[config.mk]
export PLATFORM = sky130hd
export DESIGN_NAME = gpt_timers
export DESIGN_NICKNAME = d
export VERILOG_FILES = /design/src/logic/gpt_pkg.sv /design/src/logic/gpt_timers.sv /design/src/logic/gpt_small_timer.sv
export VERILOG_INCLUDE_DIRS = /design/src /design/src/logic
export SDC_FILE = /design/constraint.sdc
export NUM_CORES = 1
export LEC_CHECK = 0
export ABC_AREA = 1
export BUFFER_PORTS_ARGS = -buffer_cell sky130_fd_sc_hd__buf_2
export CAP_MARGIN = 20
export CORE_UTILIZATION = 56
export DETAILED_ROUTE_END_ITERATION = 8
export PLACE_DENSITY = 0.87
export SYNTH_ARGS = -nofsm -noshare
export SYNTH_HDL_FRONTEND = slang
export SYNTH_HIERARCHICAL = 1
export SYNTH_SLANG_ARGS = --single-unit
[constraint.sdc]
create_clock -name core_clk -period 7.2 [get_ports core_clk]
set_input_delay 0.72 -clock core_clk [delete_from_list [all_inputs] [get_ports core_clk]]
set_output_delay 0.72 -clock core_clk [all_outputs]
set_load 0.03 [all_outputs]
[src/logic/gpt_params.svh]
// Constants shared by the general purpose timer group.
// Assumes inclusion by bare name from the logic/ folder.
`ifndef GPT_PARAMS_SVH
`define GPT_PARAMS_SVH

// Counter widths
`define GPT_MAIN_W 16
`define GPT_SMALL_W 8
// Number of compare/capture channels on the main timer
`define GPT_NUM_CH 5
// Prescaler counter width and divider select width
`define GPT_PRESC_W 7
`define GPT_PSEL_W 3
// Edge select field: bit 0 rising, bit 1 falling
`define GPT_EDGE_W 2
`define GPT_EDGE_RISE 0
`define GPT_EDGE_FALL 1
// Reset values
`define GPT_MAIN_RST 16'h0000
`define GPT_SMALL_RST 8'h00
`define GPT_PRESC_RST 7'h00

`endif

[src/logic/gpt_pkg.sv]
// Types shared by the general purpose timer group.
// Assumes nothing beyond a SystemVerilog compiler.
package gpt_pkg;

  // Count source of the main timer
  typedef enum logic [1:0] {
    GPT_SRC_TIMER,
    GPT_SRC_COUNTER,
    GPT_SRC_IR
  } gpt_src_e;

endpackage

[src/logic/gpt_timers.sv]
// Timer group: 16-bit main timer with five compare/capture channels,
// two 8-bit timers and the infrared modulation output.
// Assumes all inputs synchronous to core_clk; no register bus.
`timescale 1ns/1ps
`include "gpt_params.svh"

module gpt_timers (
  input wire core_clk,
  input wire sys_rst,
  input wire main_en,
  input gpt_pkg::gpt_src_e main_src,
  input wire [`GPT_PSEL_W-1:0] main_psel,
  input wire [`GPT_MAIN_W-1:0] main_period,
  input wire [`GPT_NUM_CH-1:0] ch_capture,
  input wire [`GPT_NUM_CH*`GPT_EDGE_W-1:0] ch_edge,
  input wire [`GPT_NUM_CH*`GPT_MAIN_W-1:0] ch_cmp,
  input wire [`GPT_NUM_CH-1:0] cap_in,
  input wire main_count_in,
  input wire sa_en,
  input wire sa_count_mode,
  input wire [`GPT_PSEL_W-1:0] sa_psel,
  input wire [`GPT_SMALL_W-1:0] sa_period,
  input wire [`GPT_SMALL_W-1:0] sa_cmp,
  input wire sa_count_in,
  input wire sb_en,
  input wire sb_count_mode,
  input wire [`GPT_PSEL_W-1:0] sb_psel,
  input wire [`GPT_SMALL_W-1:0] sb_period,
  input wire [`GPT_SMALL_W-1:0] sb_cmp,
  input wire sb_count_in,
  output logic [`GPT_MAIN_W-1:0] main_cnt_q,
  output logic main_wrap_q,
  output logic [`GPT_NUM_CH-1:0] ch_pwm_q,
  output logic [`GPT_NUM_CH*`GPT_MAIN_W-1:0] cap_val_q,
  output logic [`GPT_NUM_CH-1:0] cap_evt_q,
  output logic ir_out_q,
  output logic [`GPT_SMALL_W-1:0] sa_cnt_q,
  output logic sa_pwm_q,
  output logic [`GPT_SMALL_W-1:0] sb_cnt_q,
  output logic sb_pwm_q
);

  logic [`GPT_PRESC_W-1:0] presc_q; // Main prescaler count
  logic [`GPT_PRESC_W-1:0] mask; // Divide mask from psel
  logic presc_tick; // Prescaled clock event
  logic cin_prev_q; // Previous external count level
  logic sa_wrap; // First small timer completed a period
  logic tick; // Main counter advance event
  logic at_period; // Main counter sits on its period
  logic ir_mode; // Infrared generation selected
  logic [`GPT_NUM_CH-1:0] cap_prev_q; // Capture input history
  logic [`GPT_NUM_CH-1:0] cap_hit; // Selected edge seen

  // First small timer, also the IR carrier and count source
  gpt_small_timer u_small_a (
    .core_clk(core_clk),
    .sys_rst(sys_rst),
    .tmr_en(sa_en),
    .count_mode(sa_count_mode),
    .psel(sa_psel),
    .period(sa_period),
    .cmp_val(sa_cmp),
    .count_in(sa_count_in),
    .cnt_q(sa_cnt_q),
    .pwm_q(sa_pwm_q),
    .wrap_q(sa_wrap)
  );

  // Second small timer, stand-alone
  gpt_small_timer u_small_b (
    .core_clk(core_clk),
    .sys_rst(sys_rst),
    .tmr_en(sb_en),
    .count_mode(sb_count_mode),
    .psel(sb_psel),
    .period(sb_period),
    .cmp_val(sb_cmp),
    .count_in(sb_count_in),
    .cnt_q(sb_cnt_q),
    .pwm_q(sb_pwm_q),
    .wrap_q()
  );

  assign ir_mode = (main_src == gpt_pkg::GPT_SRC_IR);
  assign mask = `GPT_PRESC_W'((8'h01 << main_psel) - 8'h01);
  assign presc_tick = main_en && ((presc_q & mask) == mask);
  assign at_period = (main_cnt_q == main_period);

  // Main advance source; IR mode steps once per carrier period
  always_comb begin
    tick = 1'b0;
    case (main_src)
      // Prescaled core clock
      gpt_pkg::GPT_SRC_TIMER: tick = presc_tick;
      // Rising edges on the external count input
      gpt_pkg::GPT_SRC_COUNTER: tick = main_en && main_count_in
                                       && !cin_prev_q;
      // Completed periods of the first small timer
      gpt_pkg::GPT_SRC_IR: tick = main_en && sa_wrap;
      // Unused code stops the counter
      default: tick = 1'b0;
    endcase
  end

  // Main prescaler, restarted while disabled
  always_ff @(posedge core_clk or posedge sys_rst) begin
    if (sys_rst) begin
      presc_q <= `GPT_PRESC_RST;
    end else if (!main_en || presc_tick) begin
      presc_q <= `GPT_PRESC_RST;
    end else begin
      presc_q <= presc_q + `GPT_PRESC_W'(1);
    end
  end

  // External count input history
  always_ff @(posedge core_clk or posedge sys_rst) begin
    if (sys_rst) begin
      cin_prev_q <= 1'b0;
    end else begin
      cin_prev_q <= main_count_in;
    end
  end

  // Main up counter, wraps to zero after period
  always_ff @(posedge core_clk or posedge sys_rst) begin
    if (sys_rst) begin
      main_cnt_q <= `GPT_MAIN_RST;
      main_wrap_q <= 1'b0;
    end else begin
      main_wrap_q <= tick && at_period;
      if (tick) begin
        main_cnt_q <= at_period ? `GPT_MAIN_RST
                                : main_cnt_q + `GPT_MAIN_W'(1);
      end
    end
  end

  // Capture input history, one bit per channel
  always_ff @(posedge core_clk or posedge sys_rst) begin
    if (sys_rst) begin
      cap_prev_q <= '0;
    end else begin
      cap_prev_q <= cap_in;
    end
  end

  // Per-channel compare and capture logic
  genvar i;
  generate
    for (i = 0; i < `GPT_NUM_CH; i++) begin : g_ch
      logic [`GPT_MAIN_W-1:0] cmp; // This channel's compare value

      assign cmp = ch_cmp[i*`GPT_MAIN_W +: `GPT_MAIN_W];
      // Edge filter by the channel's edge select
      assign cap_hit[i] =
        (ch_edge[i*`GPT_EDGE_W + `GPT_EDGE_RISE] && cap_in[i]
         && !cap_prev_q[i]) ||
        (ch_edge[i*`GPT_EDGE_W + `GPT_EDGE_FALL] && !cap_in[i]
         && cap_prev_q[i]);

      // PWM: set on match, restore at wrap; held low in capture
      always_ff @(posedge core_clk or posedge sys_rst) begin
        if (sys_rst) begin
          ch_pwm_q[i] <= 1'b0;
        end else if (ch_capture[i]) begin
          ch_pwm_q[i] <= 1'b0;
        end else if (tick) begin
          if (at_period) begin
            ch_pwm_q[i] <= 1'b0;
          end else if ((main_cnt_q + `GPT_MAIN_W'(1)) == cmp) begin
            ch_pwm_q[i] <= 1'b1;
          end
        end
      end

      // Capture: freeze the count that stood when the edge arrived
      always_ff @(posedge core_clk or posedge sys_rst) begin
        if (sys_rst) begin
          cap_val_q[i*`GPT_MAIN_W +: `GPT_MAIN_W] <= `GPT_MAIN_RST;
          cap_evt_q[i] <= 1'b0;
        end else begin
          cap_evt_q[i] <= ch_capture[i] && cap_hit[i];
          if (ch_capture[i] && cap_hit[i]) begin
            cap_val_q[i*`GPT_MAIN_W +: `GPT_MAIN_W] <= main_cnt_q;
          end
        end
      end

      chk_ch_set: assert property (@(posedge core_clk)
        disable iff (sys_rst) $rose(ch_pwm_q[i]) |-> main_cnt_q == cmp)
        else $error("channel output rose away from compare");

      chk_ch_restore: assert property (@(posedge core_clk)
        disable iff (sys_rst) main_wrap_q |-> !ch_pwm_q[i])
        else $error("channel output not restored at wrap");

      chk_cap_value: assert property (@(posedge core_clk)
        disable iff (sys_rst) ch_capture[i] && cap_hit[i] |=>
        cap_evt_q[i] && cap_val_q[i*`GPT_MAIN_W +: `GPT_MAIN_W] ==
        $past(main_cnt_q))
        else $error("capture did not hold the edge count");
    end
  endgenerate

  // IR output: main channel zero gated by the carrier
  always_ff @(posedge core_clk or posedge sys_rst) begin
    if (sys_rst) begin
      ir_out_q <= 1'b0;
    end else begin
      ir_out_q <= ir_mode && ch_pwm_q[0] && sa_pwm_q;
    end
  end

  chk_main_wrap: assert property (@(posedge core_clk) disable iff (sys_rst)
    tick && at_period |=> main_cnt_q == `GPT_MAIN_RST && main_wrap_q)
    else $error("main timer did not wrap at period");

  chk_main_step: assert property (@(posedge core_clk) disable iff (sys_rst)
    tick && !at_period |=> main_cnt_q == $past(main_cnt_q) + 16'h0001)
    else $error("main timer did not advance on tick");

  chk_ir_step: assert property (@(posedge core_clk) disable iff (sys_rst)
    main_en && ir_mode && !sa_wrap |=> $stable(main_cnt_q))
    else $error("IR mode advanced without a carrier period");

  chk_ir_and: assert property (@(posedge core_clk) disable iff (sys_rst)
    ##1 ir_out_q == $past(ir_mode && ch_pwm_q[0] && sa_pwm_q))
    else $error("IR output is not the AND of both outputs");

endmodule

[src/logic/gpt_small_timer.sv]
// One 8-bit timer: prescaler, period, one compare channel with PWM out.
// Assumes inputs synchronous to core_clk.
`timescale 1ns/1ps
`include "gpt_params.svh"

module gpt_small_timer (
  input wire core_clk,
  input wire sys_rst,
  input wire tmr_en,
  input wire count_mode,
  input wire [`GPT_PSEL_W-1:0] psel,
  input wire [`GPT_SMALL_W-1:0] period,
  input wire [`GPT_SMALL_W-1:0] cmp_val,
  input wire count_in,
  output logic [`GPT_SMALL_W-1:0] cnt_q,
  output logic pwm_q,
  output logic wrap_q
);

  logic [`GPT_PRESC_W-1:0] presc_q; // Prescaler count
  logic [`GPT_PRESC_W-1:0] mask; // Divide mask from psel
  logic presc_tick; // Prescaled clock event
  logic cin_prev_q; // Previous count input level
  logic tick; // Counter advance event
  logic at_period; // Counter sits on its period

  // Divide by two to the power psel
  assign mask = `GPT_PRESC_W'((8'h01 << psel) - 8'h01);
  assign presc_tick = tmr_en && ((presc_q & mask) == mask);
  // Counter mode counts rising edges of the input instead
  assign tick = tmr_en && (count_mode ? (count_in && !cin_prev_q)
                                      : presc_tick);
  assign at_period = (cnt_q == period);

  // Prescaler, restarted while disabled
  always_ff @(posedge core_clk or posedge sys_rst) begin
    if (sys_rst) begin
      presc_q <= `GPT_PRESC_RST;
    end else if (!tmr_en || presc_tick) begin
      presc_q <= `GPT_PRESC_RST;
    end else begin
      presc_q <= presc_q + `GPT_PRESC_W'(1);
    end
  end

  // Edge history of the count input
  always_ff @(posedge core_clk or posedge sys_rst) begin
    if (sys_rst) begin
      cin_prev_q <= 1'b0;
    end else begin
      cin_prev_q <= count_in;
    end
  end

  // Up counter, wraps to zero after period
  always_ff @(posedge core_clk or posedge sys_rst) begin
    if (sys_rst) begin
      cnt_q <= `GPT_SMALL_RST;
      wrap_q <= 1'b0;
    end else begin
      wrap_q <= tick && at_period;
      if (tick) begin
        cnt_q <= at_period ? `GPT_SMALL_RST : cnt_q + `GPT_SMALL_W'(1);
      end
    end
  end

  // PWM: set on compare, restored at wrap
  always_ff @(posedge core_clk or posedge sys_rst) begin
    if (sys_rst) begin
      pwm_q <= 1'b0;
    end else if (tick) begin
      if (at_period) begin
        pwm_q <= 1'b0;
      end else if ((cnt_q + `GPT_SMALL_W'(1)) == cmp_val) begin
        pwm_q <= 1'b1;
      end
    end
  end

  chk_small_wrap: assert property (@(posedge core_clk) disable iff (sys_rst)
    tick && at_period |=> cnt_q == `GPT_SMALL_RST && wrap_q)
    else $error("small timer did not wrap at period");

  chk_small_pwm_set: assert property (@(posedge core_clk)
    disable iff (sys_rst) $rose(pwm_q) |-> cnt_q == cmp_val)
    else $error("small timer pwm rose away from compare");

  chk_small_restore: assert property (@(posedge core_clk)
    disable iff (sys_rst) wrap_q |-> !pwm_q)
    else $error("small timer pwm not restored at wrap");

endmodule

==> results.md, run 1 <==
- Pleak: 6.37 nW
- Congestion Overflow GR: 0
- Max FO, Critical Path: 12
- Routed wl met2: around 13,000 um
- Worst VDD drop: between 0.2 and 0.25 mV
- Die width: 130 um
- Site Rows: 46
- Port Buffers: about 290
- Worst setup SP type: flop
- Achievable frequency: 0.399 GHz
- Worst slew margin: 0.270
- DR WL/cell: around 15 um
- Crit Path Category: flop to flop
- Initial Utilization: 0.574
- DR vias: 9,444
- Placed inst area: 0.0107 mm^2
- Iteration-0 DRC count of the detailed router: 852
- N_diodes: 0
- Pre-CTS WS: 4.36 ns
- Max stage delay on crit path: 0.65 ns
- Vias in the first global route: 8,502
- Sum of negative setup slack: 0 ns
- Num CTS Buffers: 17
- Buffers & Inverters on Critical Path: 0
- Crit path top cell by count: nand2_1
- Post-Route WL: ~27,000 um
- Core area: 0.0159 mm^2
- Sequential power share: 0.334
- Ports: between 200 and 300
- Int Pwr: roughly 0.0021 W
- Clk slew on worst S/H paths: 0.07 ns
- Slew @ Worst Pin: 1.09 ns
- Post-CTS sizing: 0
- DRC viols: 0
- Sw frac: 0.474
- Mapped Area: 0.00911 mm^2
- Reg2Reg Setup Slack: 4.69 ns
- Met1 WL: 11,000 um
- Avg Synthesized Cell Area: 7.28 um^2
- Critical-path cell list: ha_1 -> nand3_1 -> nor2_2 -> nand4_2 -> nand2_2 -> nand2_1 -> nand2_1 -> nand2_1 -> nor2_1 -> nand3_1 -> a21oi_2
- Global-route wire length before repair: 41,100 um
- Max-Cap Viols: 0
- GRT Util Overall: 0.319
- Combinational share of power: 0.449
- Initial antenna violation count: 0
- TritonCTS clock tree: yes
- Layout cell share with drive strength beyond 1: 0.259
- Skew-Pair Late Insertion Delay: 0.43 ns
- Met3 wire len: 2280 um
- Syn Nets: 1,427
- Post-DP HPWL: approximately 20,000 um
- CTS hold repair buffers: 0
- Synthesis-to-finish area growth: 25.3%
- DR vias/cell: ~5.3
- Filler Cells Inserted: 1,280
- RSZ-0062 raised after global routing: no
- Slew Limit Fails: 0
- Chip height: between 100 and 150 um
- Warnings from Yosys: 6
- Tightest Hold Check Type: input port to asynchronous set/reset pin
- Status: completed
- Pin count of the biggest net entering global routing: 89
- Bufs on Longest Clock Path: 2
- Non-Filler Instances: 1,774
- Final WS setup: 4.69 ns
- Top delay family on crit path: simple AND/OR/NAND/NOR gates
- Fin. Hold Viols: 0
- Min Tclk post-route: 2.51 ns
- Crit. End Element: flop
- R2R Path Start: main_cnt_q[0]
- Final instance area: 0.0114 mm^2
- Switch Pwr: 0.00194 W
- Clk_skew: 0.0117 ns
- PD cells: 358 mW/mm^2
- Drt first pass iters: 5
- Dpl cells: 1,737
- Worst Setup SP: main_cnt_q[0]
- CP max-delay cell: dfrtp_1
- Clock sink count: approximately 160
- H-tree levels: 4
- Post-CTS setup repair buffer count: 0
- Nets: 1,720
- Tcrit/Tclk final: 0.348
- Cell count after synthesis: 1,252
- Worst Path Arrival: 2.86 ns
- Antenna-violating nets left: 0
- Clock power share: 0.217
- Final setup violating endpoints: 0
- GP Congestion: 0.927
- Root cell of the clock tree: clkbuf_16
- DR top layer: met4
- Critical path required time: 7.55 ns
- Die footprint: 0.0168 mm^2
## layout by cell type (no fill, tap or decap), types with 4 or more instances in the layout
master / count
nor2_2: 7
clkbuf_16: 17
inv_1: 156
nand2_2: 31
nand3_2: 4
nor2_4: 5
xor2_1: 28
a21oi_1: 18
xnor2_1: 17
a21o_1: 5
inv_2: 6
nand4_1: 10
buf_2: 294
nor2_1: 100
nand3_1: 85
nand4_2: 4
nand2_4: 5
clkinv_4: 5
o22ai_1: 25
nand2_1: 413
o21ai_0: 90
o21a_1: 5
nand3b_1: 17
o21ai_1: 4
dfrtp_1: 156
ha_1: 6
buf_8: 4
nor3_1: 4
## metal layers
metal	global-route usage	vias to the layer above
li1	-	4548
met1	0.410	4363
met2	0.534	478
met3	0.0652	55
met4	0.114	0
met5	0	-
## layout make-up
type / count / area [um^2] / area share
Sequential cell: 156 / 3900 / 0.342
Timing Repair Buffer: 300 / 1570 / 0.137
Inverter: 165 / 622 / 0.0545
Multi-Input combinational cell: 905 / 4470 / 0.391
Clock buffer: 19 / 453 / 0.0397
Clock inverter: 13 / 134 / 0.0117
Tap cell: 216 / 270 / 0.0237
## power groups by stage
stage	Sequential (W)	Clock, W	Combinational [W]
global route	0.00139	0.000928	0.00201
floorplan	0.00174	0	0.000857
detailed placement	0.00137	0	0.00181
global placement	0.00136	0	0.00176
CTS	0.00136	0.000890	0.00182
finish	0.00137	0.000885	0.00184
## path summary, 6_finish.rpt
| kind | endpoint | cells past startpoint |
|---|---|---|
| setup / recovery | ch_pwm_q[2] | 11 |
| hold / removal | ir_out_q | 2 |
| setup reg to reg | ch_pwm_q[2] | 11 |
| hold reg to reg | cap_val_q[12] | 2 |
| max in group asynchronous | cap_val_q[76] | 4 |
| min in group core_clk | cin_prev_q | 1 |
## worst reg2reg max path, stage by stage, from the launching register on
cell and delay, ns:
dfrtp_1 0.65, ha_1 0.33, nand3_1 0.17, nor2_2 0.21, nand4_2 0.23, nand2_2 0.21, nand2_1 0.07, nand2_1 0.06
nand2_1 0.05, nor2_1 0.15, nand3_1 0.16, a21oi_2 0.14
## flip-flops by register name, indices dropped and copies added, names as in the netlist, 7 cells and up
name / flops
cap_val_q: 80
main_cnt_q: 16
presc_q: 7
u_small_a/cnt_q: 8
u_small_a/presc_q: 7
u_small_b/cnt_q: 8
u_small_b/presc_q: 7
## through the flow
| stage | util | hold slack (ns) | total power (W) |
|---|---|---|---|
| 3_3_place_gp | 0.676 | 0.460 | 0.00312 |
| 5_1_grt | 0.719 | 0.349 | 0.00434 |
| 3_5_place_dp | 0.676 | 0.469 | 0.00318 |
| 6_report | 0.719 | 0.312 | 0.00409 |
| 4_1_cts | 0.713 | 0.321 | 0.00407 |
| 2_1_floorplan | - | 0.454 | 0.00259 |
(Power assumes the default switching activity.)
==> inputs of run 2 (changes only) <==
--- a/config.mk
+++ b/config.mk
@@ -9,9 +9,9 @@
 export ABC_AREA = 1
 export BUFFER_PORTS_ARGS = -buffer_cell sky130_fd_sc_hd__buf_2
 export CAP_MARGIN = 20
-export CORE_UTILIZATION = 56
+export CORE_UTILIZATION = 52
 export DETAILED_ROUTE_END_ITERATION = 8
-export PLACE_DENSITY = 0.87
+export PLACE_DENSITY = 0.82
 export SYNTH_ARGS = -nofsm -noshare
 export SYNTH_HDL_FRONTEND = slang
 export SYNTH_HIERARCHICAL = 1
==> constraint.sdc (replaced) <==
create_clock -name core_clk -period 2.35 [get_ports core_clk]
set_input_delay 0.235 -clock core_clk [delete_from_list [all_inputs] [get_ports core_clk]]
set_output_delay 0.235 -clock core_clk [all_outputs]
set_load 0.03 [all_outputs]
==> results.md, run 2 (same netlist as run 1, synthesis figures left out) <==
- Initial Utilization: 0.530 (was 0.574)
- Post-Route WL: 28,200 um (was 26,700 um)
- Site Rows: 48 (was 46)
- Tightest Hold Check Type: input port to flop (was input port to asynchronous set/reset pin)
- Worst setup SP type: flop (unchanged)
- Antenna-violating nets left: 0 (unchanged)
- Worst VDD drop: 0.730 mV (was 0.203 mV)
- Clock sink count: 156 (unchanged)
- Num CTS Buffers: 17 (unchanged)
- Min Tclk post-route: 2.12 ns (was 2.51 ns)
- Initial antenna violation count: 2 (was 0)
- DR vias: 9,381 (was 9,444)
- Most common cell after layout, fill and taps aside: nand2_1 (unchanged)
- Chip height: 134 um (was 130 um)
- Fin. Hold Viols: 0 (unchanged)
- Crit. End Element: flop (unchanged)
- Worst slew margin: 0.535 (was 0.270)
- DR WL/cell: 15.6 um (was 15.0 um)
- Critical path required time: 2.71 ns (was 7.55 ns)
- Hold path depth: 4
- Status: completed (unchanged)
- Worst Path Arrival: 2.48 ns (was 2.86 ns)
- Clk slew on worst S/H paths: 0.06 ns (was 0.07 ns)
- Slew Limit Fails: 0 (unchanged)
- Pleak: 6.46 nW (was 6.37 nW)
- Tcrit/Tclk final: 0.904 (was 0.348)
- Max-Cap Viols: 0 (unchanged)
- Final setup violating endpoints: 0 (unchanged)
- Bufs on Longest Clock Path: 2 (unchanged)
- Commonest non-fill, non-tap cells in the layout: 413 x nand2_1, 294 x buf_2, 156 x inv_1, 155 x dfrtp_1, 100 x nor2_1 (was 413 x nand2_1, 294 x buf_2, 156 x inv_1, 156 x dfrtp_1, 100 x nor2_1)
- DR top layer: met5 (was met4)
- GRT Util Overall: 0.319 (about the same)
- Pin count of the biggest net entering global routing: 45 (was 89)
- Overall power: 0.0127 W (was 0.00409 W)
- Slew @ Worst Pin: 0.697 ns (was 1.09 ns)
- Root cell of the clock tree: clkbuf_16 (unchanged)
- Sum of negative setup slack: 0 ns (unchanged)
- Ports: 295 (unchanged)
- Largest register by flop count: cap_val_q (unchanged)
- H-tree levels: 4 (unchanged)
- Congestion Overflow GR: 0 (unchanged)
- Reg2reg path depth: 11 (unchanged)
- Port Buffers: 294 (unchanged)
- Max FO, Critical Path: 10 (was 12)
- Post-DP HPWL: 21,900 um (was 20,200 um)
- Met1 WL: 11,900 um (was 11,000 um)
- TritonCTS clock tree: yes (unchanged)
- Vias in the first global route: 8,716 (was 8,502)
- DR vias/cell: 5.20 (was 5.32)
- Nets: 1,740 (was 1,720)
- Drt first pass iters: 5 (unchanged)
- Layout cell share with drive strength beyond 1: 0.264 (was 0.259)
- Crit Path Category: flop to flop (unchanged)
- Clk_skew: 0.0123 ns (was 0.0117 ns)
- Number of flip-flops in the largest register: 80 (unchanged)
- GP Congestion: 0.953 (was 0.927)
- Routed wl met2: 13,300 um (was 12,600 um)
- RSZ-0062 raised after global routing: no (unchanged)
- Biggest regs: cap_val_q (80), main_cnt_q (16) (unchanged)
- DRC viols: 0 (unchanged)
- Achievable frequency: 0.471 GHz (was 0.399 GHz)
- Synthesis-to-finish area growth: 27.5% (was 25.3%)
- Die width: 134 um (was 130 um)
- Core area: 0.0172 mm^2 (was 0.0159 mm^2)
- Met3 wire len: 2400 um (was 2280 um)
- PD cells: 1090 mW/mm^2 (was 358 mW/mm^2)
- Die footprint: 0.0181 mm^2 (was 0.0168 mm^2)
- Skew-Pair Late Insertion Delay: 0.43 ns (about the same)
- Iteration-0 DRC count of the detailed router: 754 (was 852)
- Global-route wire length before repair: 44,200 um (was 41,100 um)
## run 2: cell count changes in the layout (fill, tap and decap cells not counted), moves of 3 or more
cell,change
buf_4,+13
dlygate4sd3_1,+9
buf_12,+3
buf_8,-4
## run 2: metrics by stage
stage / instance area [um^2] / hold slack [ns] / setup WS (ns) / util / cells
6_report: 11600 / 0.102 / 0.225 / 0.676 / 1804
3_5_place_dp: 10900 / 0.361 / 0.168 / 0.635 / 1762
2_1_floorplan: 9110 / 0.161 / 0.373 / - / 1252
3_3_place_gp: 10900 / 0.360 / 0.215 / 0.635 / 1762
4_1_cts: 11600 / 0.0876 / 0.152 / 0.676 / 1803
5_1_grt: 11600 / 0.110 / 0.00920 / 0.676 / 1803
## run 2: final timing paths
path	from	end	slack, ns
worst min register to register	cap_val_q[3]	cap_val_q[3]	0.48
worst max-delay path	main_cnt_q[1]	ch_pwm_q[3]	0.23
max in group asynchronous	sys_rst	cap_val_q[4]	1.21
worst max register to register	main_cnt_q[1]	ch_pwm_q[3]	0.23
min in group asynchronous	sys_rst	cin_prev_q	0.47
worst min-delay path	ch_capture[0]	ch_pwm_q[0]	0.10
## run 2: report_power, final
part	internal, W	switching [W]
registers	0.00338	0.000719
clock network	0.00165	0.00117
logic	0.00173	0.00402
## run 2: per-layer routing
layer  global-route usage  vias up
met3               0.0782       46
li1                     -     4591
met1                0.418     4328
met5                    0        -
met2                0.523      414
met4               0.0918        2
## run 2: repair_timing
item,in CTS,in global routing
endpoints found under the hold margin,62,0
setup buffers,0,0
setup endpoints to repair,0,3
gates resized for setup,0,2
hold buffers,9,0
## run 2: worst max-delay path, cell delays in order (launching register included)
cell and delay [ns]:
dfrtp_2 0.42, ha_2 0.24, nand2_4 0.10, nor2_8 0.20, nand3_1 0.12, nand2_2 0.18, o21ai_1 0.08, nor2_1 0.16
nand2_1 0.08, nor2_1 0.18, nand3_1 0.15, a21oi_2 0.14
## run 2: cell type report
cell class	instances	area, um^2
sequential	156	3910
multi-input combinational	905	4470
timing repair buffer	320	1730
clock buffer	19	453
antenna	1	2.50
fill	1480	5560
clock inverter	13	156
tap	225	282
inverter	165	623
